`config.mk`:
```
export PLATFORM = sky130hd
export DESIGN_NAME = program_memory_map
export DESIGN_NICKNAME = d
export VERILOG_FILES = /design/src/pmem_pkg.sv /design/src/config_loader.sv /design/src/program_memory_map.sv
export SDC_FILE = /design/constraint.sdc
export NUM_CORES = 1
export LEC_CHECK = 0
export ABC_AREA = 1
export BUFFER_PORTS_ARGS = -buffer_cell sky130_fd_sc_hd__buf_2
export CAP_MARGIN = 40
export CORE_ASPECT_RATIO = 1.25
export CORE_UTILIZATION = 50
export CTS_CLUSTER_SIZE = 25
export DETAILED_ROUTE_END_ITERATION = 12
export PLACE_DENSITY = 0.88
export SLEW_MARGIN = 5
export SYNTH_ARGS = -nofsm -noshare
export SYNTH_HDL_FRONTEND = slang
export SYNTH_SLANG_ARGS = --single-unit
```
`constraint.sdc`:
```
create_clock -name clk -period 2.8 [get_ports clk]
set_input_delay 0.14 -clock clk [delete_from_list [all_inputs] [get_ports clk]]
set_output_delay 0.14 -clock clk [all_outputs]
set_load 0.01 [all_outputs]
```
`src/pmem_pkg.sv`:
```
package pmem_pkg;
    // Program space
    localparam int PC_WIDTH = 21;
    localparam logic [20:0] SPACE_TOP = 21'h1fffff;
    localparam logic [20:0] RESET_VECTOR = 21'h000000;
    localparam logic [20:0] HIGH_VECTOR = 21'h000008;
    localparam logic [20:0] LOW_VECTOR = 21'h000018;
    localparam logic [20:0] PC_STEP = 21'h000002;
    // Flash sizes in bytes, and the reserved configuration area
    localparam int FLASH_32K = 32'h0000_8000;
    localparam int FLASH_64K = 32'h0001_0000;
    localparam int FLASH_96K = 32'h0001_8000;
    localparam int FLASH_128K = 32'h0002_0000;
    localparam int CFG_AREA_BYTES = 8;
    localparam int CFG_WORDS = 4;
    localparam int CFG_USED_WORDS = 3;
    // Register byte offsets
    localparam logic [7:0] OFS_CFG_WORD1 = 8'h00;
    localparam logic [7:0] OFS_CFG_WORD2 = 8'h04;
    localparam logic [7:0] OFS_EXT_BUS_CFG = 8'h08;
    localparam logic [7:0] OFS_MEM_CTRL = 8'h0c;
    localparam logic [7:0] OFS_STATUS = 8'h10;
    localparam logic [7:0] OFS_PC = 8'h14;
    // external_bus_config_low fields
    localparam int BIT_WAIT_DIS = 7;
    localparam int BIT_BUS_WIDTH = 6;
    localparam int BIT_MODE_HI = 5;
    localparam int BIT_MODE_LO = 4;
    localparam int BIT_ADDR_SHIFT = 3;
    localparam logic [7:0] EXT_CFG_RESET = 8'hf8;
    localparam logic [7:0] EXT_CFG_MASK = 8'hf8;
    // memory_control_register fields and reset
    localparam int BIT_WAIT_HI = 5;
    localparam int BIT_WAIT_LO = 4;
    localparam logic [7:0] MEM_CTRL_RESET = 8'h00;
    // memory_bus_config_field codes
    localparam logic [1:0] MODE_ON_CHIP = 2'b11;
    localparam logic [1:0] MODE_EXT_A12 = 2'b10;
    localparam logic [1:0] MODE_EXT_A16 = 2'b01;
    localparam logic [1:0] MODE_EXT_A20 = 2'b00;
    // AXI responses
    localparam logic [1:0] RESP_OKAY = 2'b00;
    localparam logic [1:0] RESP_SLVERR = 2'b10;
    typedef enum logic [1:0] {VEC_NONE, VEC_HIGH, VEC_LOW} vector_sel_t;
endpackage

```
`src/config_loader.sv`:
```
`timescale 1ns/1ps
`default_nettype none
module config_loader #(
    parameter int FLASH_BYTES = pmem_pkg::FLASH_128K
) (
    input wire logic clk,
    input wire logic resetn,
    output logic flash_rd,
    output logic [19:0] flash_word_addr,
    input wire logic [15:0] flash_rdata,
    output logic load_done,
    output logic [15:0] cfg_word1,
    output logic [15:0] cfg_word2,
    output logic [15:0] cfg_word3
);
    localparam int BASE_BYTE = FLASH_BYTES - pmem_pkg::CFG_AREA_BYTES;
    localparam logic [19:0] BASE_WORD = 20'(BASE_BYTE / 2);

    logic [15:0] word_mem [pmem_pkg::CFG_WORDS];
    logic [2:0] index_reg;
    logic capture_reg;
    logic done_reg;
    logic [1:0] slot_reg;

    // One read per cycle, captured the cycle after; four words in order
    assign flash_rd = !done_reg && (index_reg < 3'(pmem_pkg::CFG_WORDS));
    assign flash_word_addr = BASE_WORD + 20'(index_reg);
    assign load_done = done_reg;

    // Sequencer for the top-of-flash copy
    always_ff @(posedge clk or negedge resetn) begin
        if (!resetn) begin
            index_reg <= 3'h0;
            capture_reg <= 1'b0;
            slot_reg <= 2'h0;
            done_reg <= 1'b0;
        end else begin
            capture_reg <= flash_rd;
            slot_reg <= index_reg[1:0];
            if (flash_rd) begin
                index_reg <= index_reg + 3'h1;
            end
            if (capture_reg && slot_reg == 2'h3) begin
                done_reg <= 1'b1;
            end
        end
    end

    // Word k lands in slot k: ascending address, low byte first
    always_ff @(posedge clk) begin
        if (capture_reg) begin
            word_mem[slot_reg] <= flash_rdata;
        end
    end

    // Fourth word is reserved and never leaves this module
    assign cfg_word1 = done_reg ? word_mem[0] : 16'hffff;
    assign cfg_word2 = done_reg ? word_mem[1] : 16'hffff;
    assign cfg_word3 = done_reg ? word_mem[2] : 16'hffff;
endmodule // config_loader
`default_nettype wire

```
`src/program_memory_map.sv`:
```
// Behaviour
// - Program counter is 21 bits, covering a 2 MB byte-addressed space.
// - Reads above implemented memory but below 2 MB return zeros.
// - Every reset loads the program counter with address zero.
// - High-priority interrupts vector to 0x0008, low-priority to 0x0018.
// - Top four instruction words of flash hold configuration, not code.
// - At reset, configuration words are copied from flash before use.
// - Config bytes ascend from first word low byte; fourth word reserved.
// - Config area is the last eight bytes of on-chip flash.
// - On-chip-only mode reads flash alone; above its top returns zeros.
// - Extended mode maps flash first, then external memory, routed.
// - Bits 5:4: 11 on-chip only; 10/01/00 external 12/16/20-bit address.
// - Small package is on-chip only; bus fields exist only on large one.
// - Bit 7 set disables waits; clear takes wait count from control 5:4.
// - Bit 6 selects 16-bit external data when set, 8-bit when clear.
// - Bit 3 set shifts external addresses to start at zero.
// - Data RAM access is never blocked by program memory configuration.
// - With shifting, subtract flash size before driving the external bus.
//
// Our own choices: the address map and register access over AXI4-Lite.
`timescale 1ns/1ps
`default_nettype none
module program_memory_map #(
    parameter int FLASH_BYTES = pmem_pkg::FLASH_128K,
    parameter bit LARGE_PACKAGE = 1'b1
) (
    input wire logic clk,
    input wire logic resetn,
    // AXI4-Lite slave
    input wire logic [7:0] s_axi_awaddr,
    input wire logic s_axi_awvalid,
    output logic s_axi_awready,
    input wire logic [31:0] s_axi_wdata,
    input wire logic [3:0] s_axi_wstrb,
    input wire logic s_axi_wvalid,
    output logic s_axi_wready,
    output logic [1:0] s_axi_bresp,
    output logic s_axi_bvalid,
    input wire logic s_axi_bready,
    input wire logic [7:0] s_axi_araddr,
    input wire logic s_axi_arvalid,
    output logic s_axi_arready,
    output logic [31:0] s_axi_rdata,
    output logic [1:0] s_axi_rresp,
    output logic s_axi_rvalid,
    input wire logic s_axi_rready,
    // Program counter control from the core
    input wire logic pc_step,
    input wire logic pc_load,
    input wire logic [20:0] pc_load_value,
    input wire pmem_pkg::vector_sel_t vector_sel,
    output logic [20:0] pc,
    // Program memory read requests (fetch at pc, or table read)
    input wire logic req_valid,
    input wire logic req_use_pc,
    input wire logic [20:0] req_addr,
    output logic req_ready,
    output logic resp_valid,
    output logic [15:0] resp_data,
    // On-chip flash, one cycle read latency, word addressed
    output logic flash_rd,
    output logic [19:0] flash_word_addr,
    input wire logic [15:0] flash_rdata,
    // External memory bus controller
    output logic ext_bus_enable,
    output logic ext_req,
    output logic [20:0] ext_addr,
    input wire logic ext_ack,
    input wire logic [15:0] ext_rdata,
    output logic ext_data_16bit,
    output logic [1:0] ext_wait_states,
    output logic [1:0] ext_addr_width,
    // Data RAM path passes straight through
    input wire logic data_ram_req,
    output logic data_ram_grant
);
    localparam logic [20:0] FLASH_TOP = 21'(FLASH_BYTES);

    typedef enum {ST_LOAD, ST_IDLE, ST_FLASH, ST_EXT} state_t;

    state_t state_reg;
    state_t state_next;
    logic [20:0] pc_reg;
    logic [20:0] addr_reg;
    logic [20:0] ext_addr_reg;
    logic [15:0] resp_data_reg;
    logic resp_valid_reg;
    logic [7:0] ext_cfg_reg;
    logic ext_cfg_written_reg;
    logic [7:0] mem_ctrl_reg;
    logic load_done;
    logic load_rd;
    logic [19:0] load_word_addr;
    logic [15:0] cfg_word1;
    logic [15:0] cfg_word2;
    logic [15:0] cfg_word3;
    logic load_done_d_reg;

    // Copies the reserved top-of-flash words at reset
    config_loader #(.FLASH_BYTES(FLASH_BYTES)) u_loader (
        .clk(clk),
        .resetn(resetn),
        .flash_rd(load_rd),
        .flash_word_addr(load_word_addr),
        .flash_rdata(flash_rdata),
        .load_done(load_done),
        .cfg_word1(cfg_word1),
        .cfg_word2(cfg_word2),
        .cfg_word3(cfg_word3)
    );

    // Effective configuration; small package forces on-chip only
    wire [7:0] ext_cfg_eff = LARGE_PACKAGE ? ext_cfg_reg : 8'h00;
    wire [1:0] mode_field = LARGE_PACKAGE ?
        ext_cfg_reg[pmem_pkg::BIT_MODE_HI:pmem_pkg::BIT_MODE_LO] :
        pmem_pkg::MODE_ON_CHIP;
    wire extended_mode = (mode_field != pmem_pkg::MODE_ON_CHIP);
    wire on_chip_only_mode = !extended_mode;
    wire wait_disable = ext_cfg_eff[pmem_pkg::BIT_WAIT_DIS];
    wire bus_width_select = ext_cfg_eff[pmem_pkg::BIT_BUS_WIDTH];
    wire address_shift_enable = ext_cfg_eff[pmem_pkg::BIT_ADDR_SHIFT];

    // Address width as a bit mask for the external bus
    function automatic logic [20:0] width_mask(input logic [1:0] code);
        unique case (code)
            pmem_pkg::MODE_EXT_A12: width_mask = 21'h000fff;
            pmem_pkg::MODE_EXT_A16: width_mask = 21'h00ffff;
            pmem_pkg::MODE_EXT_A20: width_mask = 21'h0fffff;
            pmem_pkg::MODE_ON_CHIP: width_mask = 21'h000000;
        endcase
    endfunction

    // Request decode: which memory answers a given address
    wire [20:0] req_target = req_use_pc ? pc_reg : req_addr;
    wire target_in_flash = req_target < FLASH_TOP;
    wire target_external = !target_in_flash && extended_mode;
    wire [20:0] shifted_addr = address_shift_enable ?
        req_target - FLASH_TOP : req_target;
    wire req_take = req_valid && req_ready;

    assign req_ready = (state_reg == ST_IDLE) && !resp_valid_reg;

    // Fetch sequencer
    always_comb begin
        state_next = state_reg;
        unique case (state_reg)
            ST_LOAD: begin
                if (load_done) begin
                    state_next = ST_IDLE;
                end
            end
            ST_IDLE: begin
                if (req_take && target_in_flash) begin
                    state_next = ST_FLASH;
                end else if (req_take && target_external) begin
                    state_next = ST_EXT;
                end
            end
            ST_FLASH: state_next = ST_IDLE;
            ST_EXT: begin
                if (ext_ack) begin
                    state_next = ST_IDLE;
                end
            end
        endcase
    end

    always_ff @(posedge clk or negedge resetn) begin
        if (!resetn) begin
            state_reg <= ST_LOAD;
        end else begin
            state_reg <= state_next;
        end
    end

    // Flash port belongs to the loader until the copy is done
    assign flash_rd = load_done ? (req_take && target_in_flash) : load_rd;
    assign flash_word_addr = load_done ? req_target[20:1] : load_word_addr;

    // Address and answer registers
    always_ff @(posedge clk or negedge resetn) begin
        if (!resetn) begin
            addr_reg <= 21'h000000;
            ext_addr_reg <= 21'h000000;
            resp_valid_reg <= 1'b0;
            resp_data_reg <= 16'h0000;
        end else begin
            resp_valid_reg <= 1'b0;
            if (req_take) begin
                addr_reg <= req_target;
                ext_addr_reg <= shifted_addr & width_mask(mode_field);
            end
            if (req_take && !target_in_flash && !target_external) begin
                resp_valid_reg <= 1'b1;
                resp_data_reg <= 16'h0000;
            end
            if (state_reg == ST_FLASH) begin
                resp_valid_reg <= 1'b1;
                resp_data_reg <= flash_rdata;
            end
            if (state_reg == ST_EXT && ext_ack) begin
                resp_valid_reg <= 1'b1;
                resp_data_reg <= ext_rdata;
            end
        end
    end

    assign resp_valid = resp_valid_reg;
    assign resp_data = resp_data_reg;
    assign ext_req = (state_reg == ST_EXT);
    assign ext_addr = ext_addr_reg;
    assign ext_bus_enable = extended_mode;
    assign ext_data_16bit = bus_width_select;
    assign ext_addr_width = mode_field;
    assign ext_wait_states = wait_disable ? 2'b00 :
        mem_ctrl_reg[pmem_pkg::BIT_WAIT_HI:pmem_pkg::BIT_WAIT_LO];
    // Data RAM sits on its own bus; nothing here may stall it
    assign data_ram_grant = data_ram_req;

    // Program counter; held at the reset vector until config is loaded
    always_ff @(posedge clk or negedge resetn) begin
        if (!resetn) begin
            pc_reg <= pmem_pkg::RESET_VECTOR;
        end else if (!load_done) begin
            pc_reg <= pmem_pkg::RESET_VECTOR;
        end else if (vector_sel == pmem_pkg::VEC_HIGH) begin
            pc_reg <= pmem_pkg::HIGH_VECTOR;
        end else if (vector_sel == pmem_pkg::VEC_LOW) begin
            pc_reg <= pmem_pkg::LOW_VECTOR;
        end else if (pc_load) begin
            pc_reg <= {pc_load_value[20:1], 1'b0};
        end else if (pc_step) begin
            pc_reg <= pc_reg + pmem_pkg::PC_STEP;
        end
    end
    assign pc = pc_reg;

    // Write channel: address and data may come in either order
    logic aw_held_reg;
    logic w_held_reg;
    logic [7:0] aw_addr_reg;
    logic [31:0] w_data_reg;
    logic w_strb0_reg;
    logic bvalid_reg;
    logic [1:0] bresp_reg;

    assign s_axi_awready = !aw_held_reg && !bvalid_reg;
    assign s_axi_wready = !w_held_reg && !bvalid_reg;
    wire aw_now = aw_held_reg || (s_axi_awvalid && s_axi_awready);
    wire w_now = w_held_reg || (s_axi_wvalid && s_axi_wready);
    wire [7:0] wr_addr = aw_held_reg ? aw_addr_reg : s_axi_awaddr;
    wire [31:0] wr_data = w_held_reg ? w_data_reg : s_axi_wdata;
    wire wr_lane0 = w_held_reg ? w_strb0_reg : s_axi_wstrb[0];
    wire wr_fire = aw_now && w_now && !bvalid_reg;
    wire wr_word = wr_addr[1:0] == 2'b00;
    wire wr_to_ext_cfg = wr_word && wr_addr == pmem_pkg::OFS_EXT_BUS_CFG;
    wire wr_to_mem_ctrl = wr_word && wr_addr == pmem_pkg::OFS_MEM_CTRL;
    wire wr_mapped = wr_to_ext_cfg || wr_to_mem_ctrl;
    // A second write to the write-once field is ignored, still OKAY
    wire ext_cfg_take = wr_fire && wr_to_ext_cfg && wr_lane0 &&
        !ext_cfg_written_reg && LARGE_PACKAGE;

    always_ff @(posedge clk or negedge resetn) begin
        if (!resetn) begin
            aw_held_reg <= 1'b0;
            w_held_reg <= 1'b0;
            aw_addr_reg <= 8'h00;
            w_data_reg <= 32'h0000_0000;
            w_strb0_reg <= 1'b0;
            bvalid_reg <= 1'b0;
            bresp_reg <= pmem_pkg::RESP_OKAY;
        end else begin
            if (s_axi_awvalid && s_axi_awready && !wr_fire) begin
                aw_held_reg <= 1'b1;
                aw_addr_reg <= s_axi_awaddr;
            end
            if (s_axi_wvalid && s_axi_wready && !wr_fire) begin
                w_held_reg <= 1'b1;
                w_data_reg <= s_axi_wdata;
                w_strb0_reg <= s_axi_wstrb[0];
            end
            if (wr_fire) begin
                aw_held_reg <= 1'b0;
                w_held_reg <= 1'b0;
                bvalid_reg <= 1'b1;
                bresp_reg <= wr_mapped ? pmem_pkg::RESP_OKAY :
                    pmem_pkg::RESP_SLVERR;
            end else if (bvalid_reg && s_axi_bready) begin
                bvalid_reg <= 1'b0;
            end
        end
    end
    assign s_axi_bvalid = bvalid_reg;
    assign s_axi_bresp = bresp_reg;

    // Configuration byte: 0xf8 at power up, then flash copy, then one write
    always_ff @(posedge clk or negedge resetn) begin
        if (!resetn) begin
            ext_cfg_reg <= pmem_pkg::EXT_CFG_RESET;
            ext_cfg_written_reg <= 1'b0;
            load_done_d_reg <= 1'b0;
            mem_ctrl_reg <= pmem_pkg::MEM_CTRL_RESET;
        end else begin
            load_done_d_reg <= load_done;
            if (load_done && !load_done_d_reg) begin
                ext_cfg_reg <= cfg_word3[7:0] & pmem_pkg::EXT_CFG_MASK;
            end else if (ext_cfg_take) begin
                ext_cfg_reg <= wr_data[7:0] & pmem_pkg::EXT_CFG_MASK;
                ext_cfg_written_reg <= 1'b1;
            end
            if (wr_fire && wr_to_mem_ctrl && wr_lane0) begin
                mem_ctrl_reg <= wr_data[7:0];
            end
        end
    end

    // Read channel: one cycle from address to data
    logic rvalid_reg;
    logic [31:0] rdata_reg;
    logic [1:0] rresp_reg;
    logic [31:0] rd_value;
    logic rd_hit;

    assign s_axi_arready = !rvalid_reg;

    always_comb begin
        rd_hit = 1'b1;
        rd_value = 32'h0000_0000;
        unique case (s_axi_araddr)
            pmem_pkg::OFS_CFG_WORD1: rd_value = {16'h0000, cfg_word1};
            pmem_pkg::OFS_CFG_WORD2: rd_value = {16'h0000, cfg_word2};
            pmem_pkg::OFS_EXT_BUS_CFG: rd_value = {24'h000000, ext_cfg_eff};
            pmem_pkg::OFS_MEM_CTRL: rd_value = {24'h000000, mem_ctrl_reg};
            pmem_pkg::OFS_STATUS: rd_value = {28'h0000000,
                ext_cfg_written_reg, load_done, extended_mode,
                on_chip_only_mode};
            pmem_pkg::OFS_PC: rd_value = {11'h000, pc_reg};
            default: rd_hit = 1'b0;
        endcase
    end

    always_ff @(posedge clk or negedge resetn) begin
        if (!resetn) begin
            rvalid_reg <= 1'b0;
            rdata_reg <= 32'h0000_0000;
            rresp_reg <= pmem_pkg::RESP_OKAY;
        end else if (s_axi_arvalid && s_axi_arready) begin
            rvalid_reg <= 1'b1;
            rdata_reg <= rd_value;
            rresp_reg <= rd_hit ? pmem_pkg::RESP_OKAY :
                pmem_pkg::RESP_SLVERR;
        end else if (rvalid_reg && s_axi_rready) begin
            rvalid_reg <= 1'b0;
        end
    end
    assign s_axi_rvalid = rvalid_reg;
    assign s_axi_rdata = rdata_reg;
    assign s_axi_rresp = rresp_reg;
endmodule // program_memory_map
`default_nettype wire

```
### Word-level counts from Yosys, hierarchy flattened

Memory sizes are Yosys's and may differ from the RTL's.
Cells that the tools add are included.

* bits in registers: 173
* bits in latches: 0
* RAM bits: 64
* bits in read-only memories: 0
* input port bits: 141
* output and inout port bits: 130
* logic and storage cells: 158
* memories kept: 1

Memory list
* u_loader.word_mem: words 4, width 16, rd ports 3, clocked after memory_dff 0, wr ports 1, RTL line config_loader.sv:19 `logic [15:0] word_mem [pmem_pkg::CFG_WORDS];`

* $add $sub $neg: 4
* multipliers: 0
* div/mod/pow operators: 0
* order comparisons: 2
* equal/unequal tests: 24
* shift operators: 0
* multiplexer cells: 45
* bitwise logic cells: 2
* reductions and logical operators: 57

Operators by type and width (count)
* 21-bit two-way mux: 8
* 32-bit two-way mux: 4
* 32-bit case mux with 4 select lines: 1
* 21-bit case mux with 6 select lines: 1
* 32-bit by 2-bit == test with 1-bit output (second input constant): 3
* 21-bit case mux with 4 select lines: 1
* 16-bit two-way mux: 5
* 32-bit by 3-bit == test with 1-bit output (second input constant): 2
* 8-bit two-way mux: 5
* 32-bit by 1-bit == test with 1-bit output (second input constant): 1
* 8-bit by 4-bit == test with 1-bit output (second input constant): 4
* 32-bit logical NOT: 1
* 1-bit logical AND: 29
* 21-bit by 2-bit adder with 21-bit output (second input constant): 1
* 21-bit bitwise AND: 1
* 21-bit by 18-bit < comparator with 1-bit output (second input constant): 1
* 21-bit by 18-bit subtractor with 21-bit output (second input constant): 1
* 20-bit two-way mux: 1
* 16-bit by 3-bit adder with 17-bit output (first input constant): 1
* 8-bit by 5-bit == test with 1-bit output (second input constant): 2
* 1-bit two-way mux: 16
* 1-bit logical NOT: 12
* 2-bit nonzero test: 5
* 2-bit == test (second input constant): 4
* 17 further kinds: 24

### Longest topological paths before layout

* depth in word-level cells: 11
* mapped depth: 11
* mapped depth without buffers: 11

### By module

From an unflattened synthesis, not the netlist that was laid out.

* cells, all modules: 1057
* area total of the unflattened synthesis: 8957.3 sq um

Modules (own cells, without submodules)
* program_memory_map: instances 1, cells each 912, area an instance 6767.7 sq um, sequential area each 2959.1 sq um
* config_loader: instances 1, cells each 145, area an instance 2189.6 sq um, sequential area each 1616.6 sq um

### Worst setup path after synthesis

OpenSTA, ideal clock, no wires.

* path kind: flip-flop to flip-flop
* from: reg u_loader.slot_reg[1]
* to: mem u_loader.word_mem[0][0], enable pin
* library setup time: 409 ps
* data arrival time: 1569 ps
* data required time: 2391 ps
* setup slack: 821 ps
* stages on the path, launching flop included: 2
* path buffers: 0
* clock period less this slack: 1979 ps
* cells stage by stage: dfrtp_1 > nor3_1

RTL lines
* start, declared: RTL line config_loader.sv:23 `logic [1:0] slot_reg;`
* start signal, assigned: RTL line config_loader.sv:39 `slot_reg <= index_reg[1:0];`
* end, declared: RTL line config_loader.sv:19

Straight into the memory's write port.

### Worst setup path in the final report

* from: reg u_loader.done_reg (netlist: u_loader.load_done)
* to: out flash_word_addr[0]

* cells in the longest elaborated chain, start to end: 1

Ends and longest elaborated chain
* start, declared: RTL line config_loader.sv:22 `logic done_reg;`
* start signal, assigned: RTL line config_loader.sv:36 `done_reg <= 1'b0;`
* start signal, assigned: RTL line config_loader.sv:44 `done_reg <= 1'b1;`
* 20-bit two-way mux: RTL line program_memory_map.sv:178 `assign flash_word_addr = load_done ? req_target[20:1] : load_word_addr;`
* end, declared: RTL line program_memory_map.sv:62 `output logic [19:0] flash_word_addr,`

Every way passes these cells.

==> metrics.txt <==
yosys warns=0; detailed-route DRC error count=0; worst slew pin tran=828.1 ps; Die W=117.0 um; register area share after synthesis=51.39%; IO buf count=225; crit-path max FO=42; RSZ-0062 raised after global routing=false; Yosys reg bits=162; Die Area=0.01704 mm^2; RR Endpoint=ext_cfg_eff[6]$_DFFE_PN1P_; # fillers=1297; first-pass GRT wire length=39270 um; worst reg-to-reg setup slack=520 ps; Rows=52; ratio of final minimum period to clock period=89.04%; Placer Congestion=0.9324; Max Freq=401.1 MHz; Final HPWL DP=17610 um; Clk Latency, worst-skew pair=430 ps; Final setup viols=0; ys flop type=dfrtp_1; share of cells above drive strength 1=24.80%; Mapped Area=0.008260 mm^2; Hold Fails Final Rpt=0; Num CTS Buffers=17; max FFs per register=37; Hold Startpoint=s_axi_awaddr[7]; gr usage total=30.65%; status=finished, final reports clean; initial core utilization=50.99%; top post-synthesis cells by count=nand2_1 (264), dfrtp_1 (120), o21ai_0 (115); Synth top area share=36.35%; Vias=8018; register with the most flip-flops=u_loader.word_mem; Slew Viols, Final=0; number of synthesized flops with an enable pin=37; WHS Endpoint=aw_addr_reg[7]$_DFFE_PN0P_; most frequent cell after synthesis=nand2_1; maximum vdd drop=0.5230 mV; critical path data arrival time=2350 ps; root buffer cell=clkbuf_16; pwr/cell area=731.9 mW/mm^2; clock buffer depth=2; Pleak=5.362 nW; core area=0.01620 mm^2; cell taking the most area after synthesis=dfrtp_1; # clock sinks=162; crit path from=u_loader.load_done$_DFFE_PN0P_; clk slew on worst S/H paths=60 ps; fin crit period=2493 ps; crit path kind=register to output pin; Hold Crit Depth=3; Netlist cell types=42; global route total overflow=0; critical path cell sequence=inv_1 -> buf_4 -> nand2_1 -> o21ai_0 -> buf_2; Iter 0 DRT Violations=710; final core area utilization=65.69%; mean post-synth cell area=8.327 um^2; CP Capture Type=output pin; Worst Slack Setup Final=306.9 ps; num ports=271; Async S/R FF share, synth=77.16%; Clock Skew=10.06 ps; Area Growth Syn to Fin=28.84%; DR vias/cell=5.392; initial antenna violation count=2; Setup TNS Final=0 ps; ANT nets after route=0; worst min-delay path category=input port to register; Syn Inst Count=992; relative slew slack=44.73%; WP data required=2660 ps; startpoint types=register; DRT Pass-1 Iters=6; reg2reg start=u_loader.load_done$_DFFE_PN0P_; Total Power Consumption=7.790 mW; maxcap violations=0; vias in the first global route=7647; height of the chip=145.7 um; CTS tree=done; reg2reg path depth=6; worst slack at placement=642.5 ps; NumNets Final=1403; Synth area leaders=dfrtp_1 (36%), edfxtp_1 (13%), nand2_1 (12%); Max stage delay cell, worst path=dfrtp_1; H-tree depth=4; wire per inst=17.15 um; pin count of the biggest net entering global routing=85; Critical Path Max Stage Delay=560 ps; final WL=25510 um
-- area by class of cell --
class                   count  area [um^2]  area share [%]
diodes                      1        2.502         0.02351
clock buffers              19        452.9           4.256
clock inverters            13        181.4           1.705
inverters                  86        322.8           3.033
multi-input cells         700         3406           32.00
flip-flops and latches    162         4245           39.89
well taps                 216        270.3           2.539
repair buffers            290         1762           16.55
-- cells by family after synthesis --
family                   after synthesis  synth area share, %
AO/OA/AOI/OAI                        188                13.19
XOR/XNOR                              12                1.272
adder cells (fa/ha/maj)                5               0.7573
buffers and inverters                144                8.073
flip-flops                           162                51.39
multiplexers                           6               0.8027
other                                  1              0.04540
AND/OR/NAND/NOR                      474                24.46
-- worst max-delay path by stage --
stage,end,slack (ps),depth (start not counted)
5_1_grt,flash_rd,180,9
6_report,flash_word_addr[0],310,5
3_5_place_dp,ext_cfg_eff[6]$_DFFE_PN1P_,640,6
3_3_place_gp,ext_cfg_eff[4]$_DFFE_PN1P_,720,6
4_1_cts,flash_rd,360,9
2_1_floorplan,u_loader.word_mem[0][0]$_DFFE_PP_,820,1
-- power breakdown --
| group | total, mW | internal, mW | switching (mW) |
|---|---|---|---|
| combinational | 2.02 | 0.773 | 1.25 |
| sequential | 3.26 | 2.90 | 0.368 |
| clock | 2.50 | 1.54 | 0.965 |
| total | 7.79 | 5.21 | 2.58 |
-- timing repair --
item / CTS / global route
gates resized for setup: 0 / 0
hold endpoints to repair: 113 / 0
buffers inserted: 0 / 0
setup endpoints to repair: 0 / 0
hold buffers: 53 / 0
-- metrics by stage --
| step | cell area [um^2] | hold WS (ps) | std cells |
|---|---|---|---|
| after global placement | 9475 | 168.7 | 1401 |
| after global routing | 10640 | 42.31 | 1487 |
| after CTS | 10640 | 0.8900 | 1486 |
| final | 10640 | 10.97 | 1487 |
| after floorplan | 8313 | -155.6 | 1006 |
| after detailed placement | 9475 | 167.3 | 1401 |
-- critical path: cells and delay by family (launching register included) --
family          cells  cell delay (ps)
compound gates      1              110
flops               1              560
simple gates        1              110
buf+inv             3             1120
-- cells in the final DEF (no fill, tap or decap), types with 8 or more instances in the layout --
master,netlist,layout
nand2_1,264,264
buf_2,16,224
dfrtp_1,120,120
o21ai_0,115,115
nor2_1,97,97
nand3_1,82,82
inv_1,79,79
dlygate4sd3_1,0,53
edfxtp_1,37,37
clkbuf_16,0,17
a22oi_1,16,16
o31ai_1,16,16
conb_1,1,15
a21oi_1,14,14
xor2_1,12,12
buf_4,22,12
o211ai_1,11,11
o21ai_2,8,8
-- per-layer routing --
layer  up-vias  share of wire (%)  track usage [%]
met4         0                5.7            17.72
met1      3724                 36            34.50
met3        95                8.1            7.122
li1       3775                  -                -
met5         -                  0                0
met2       424                 50            52.28
Note: power is estimated with default switching activity, not from simulation.
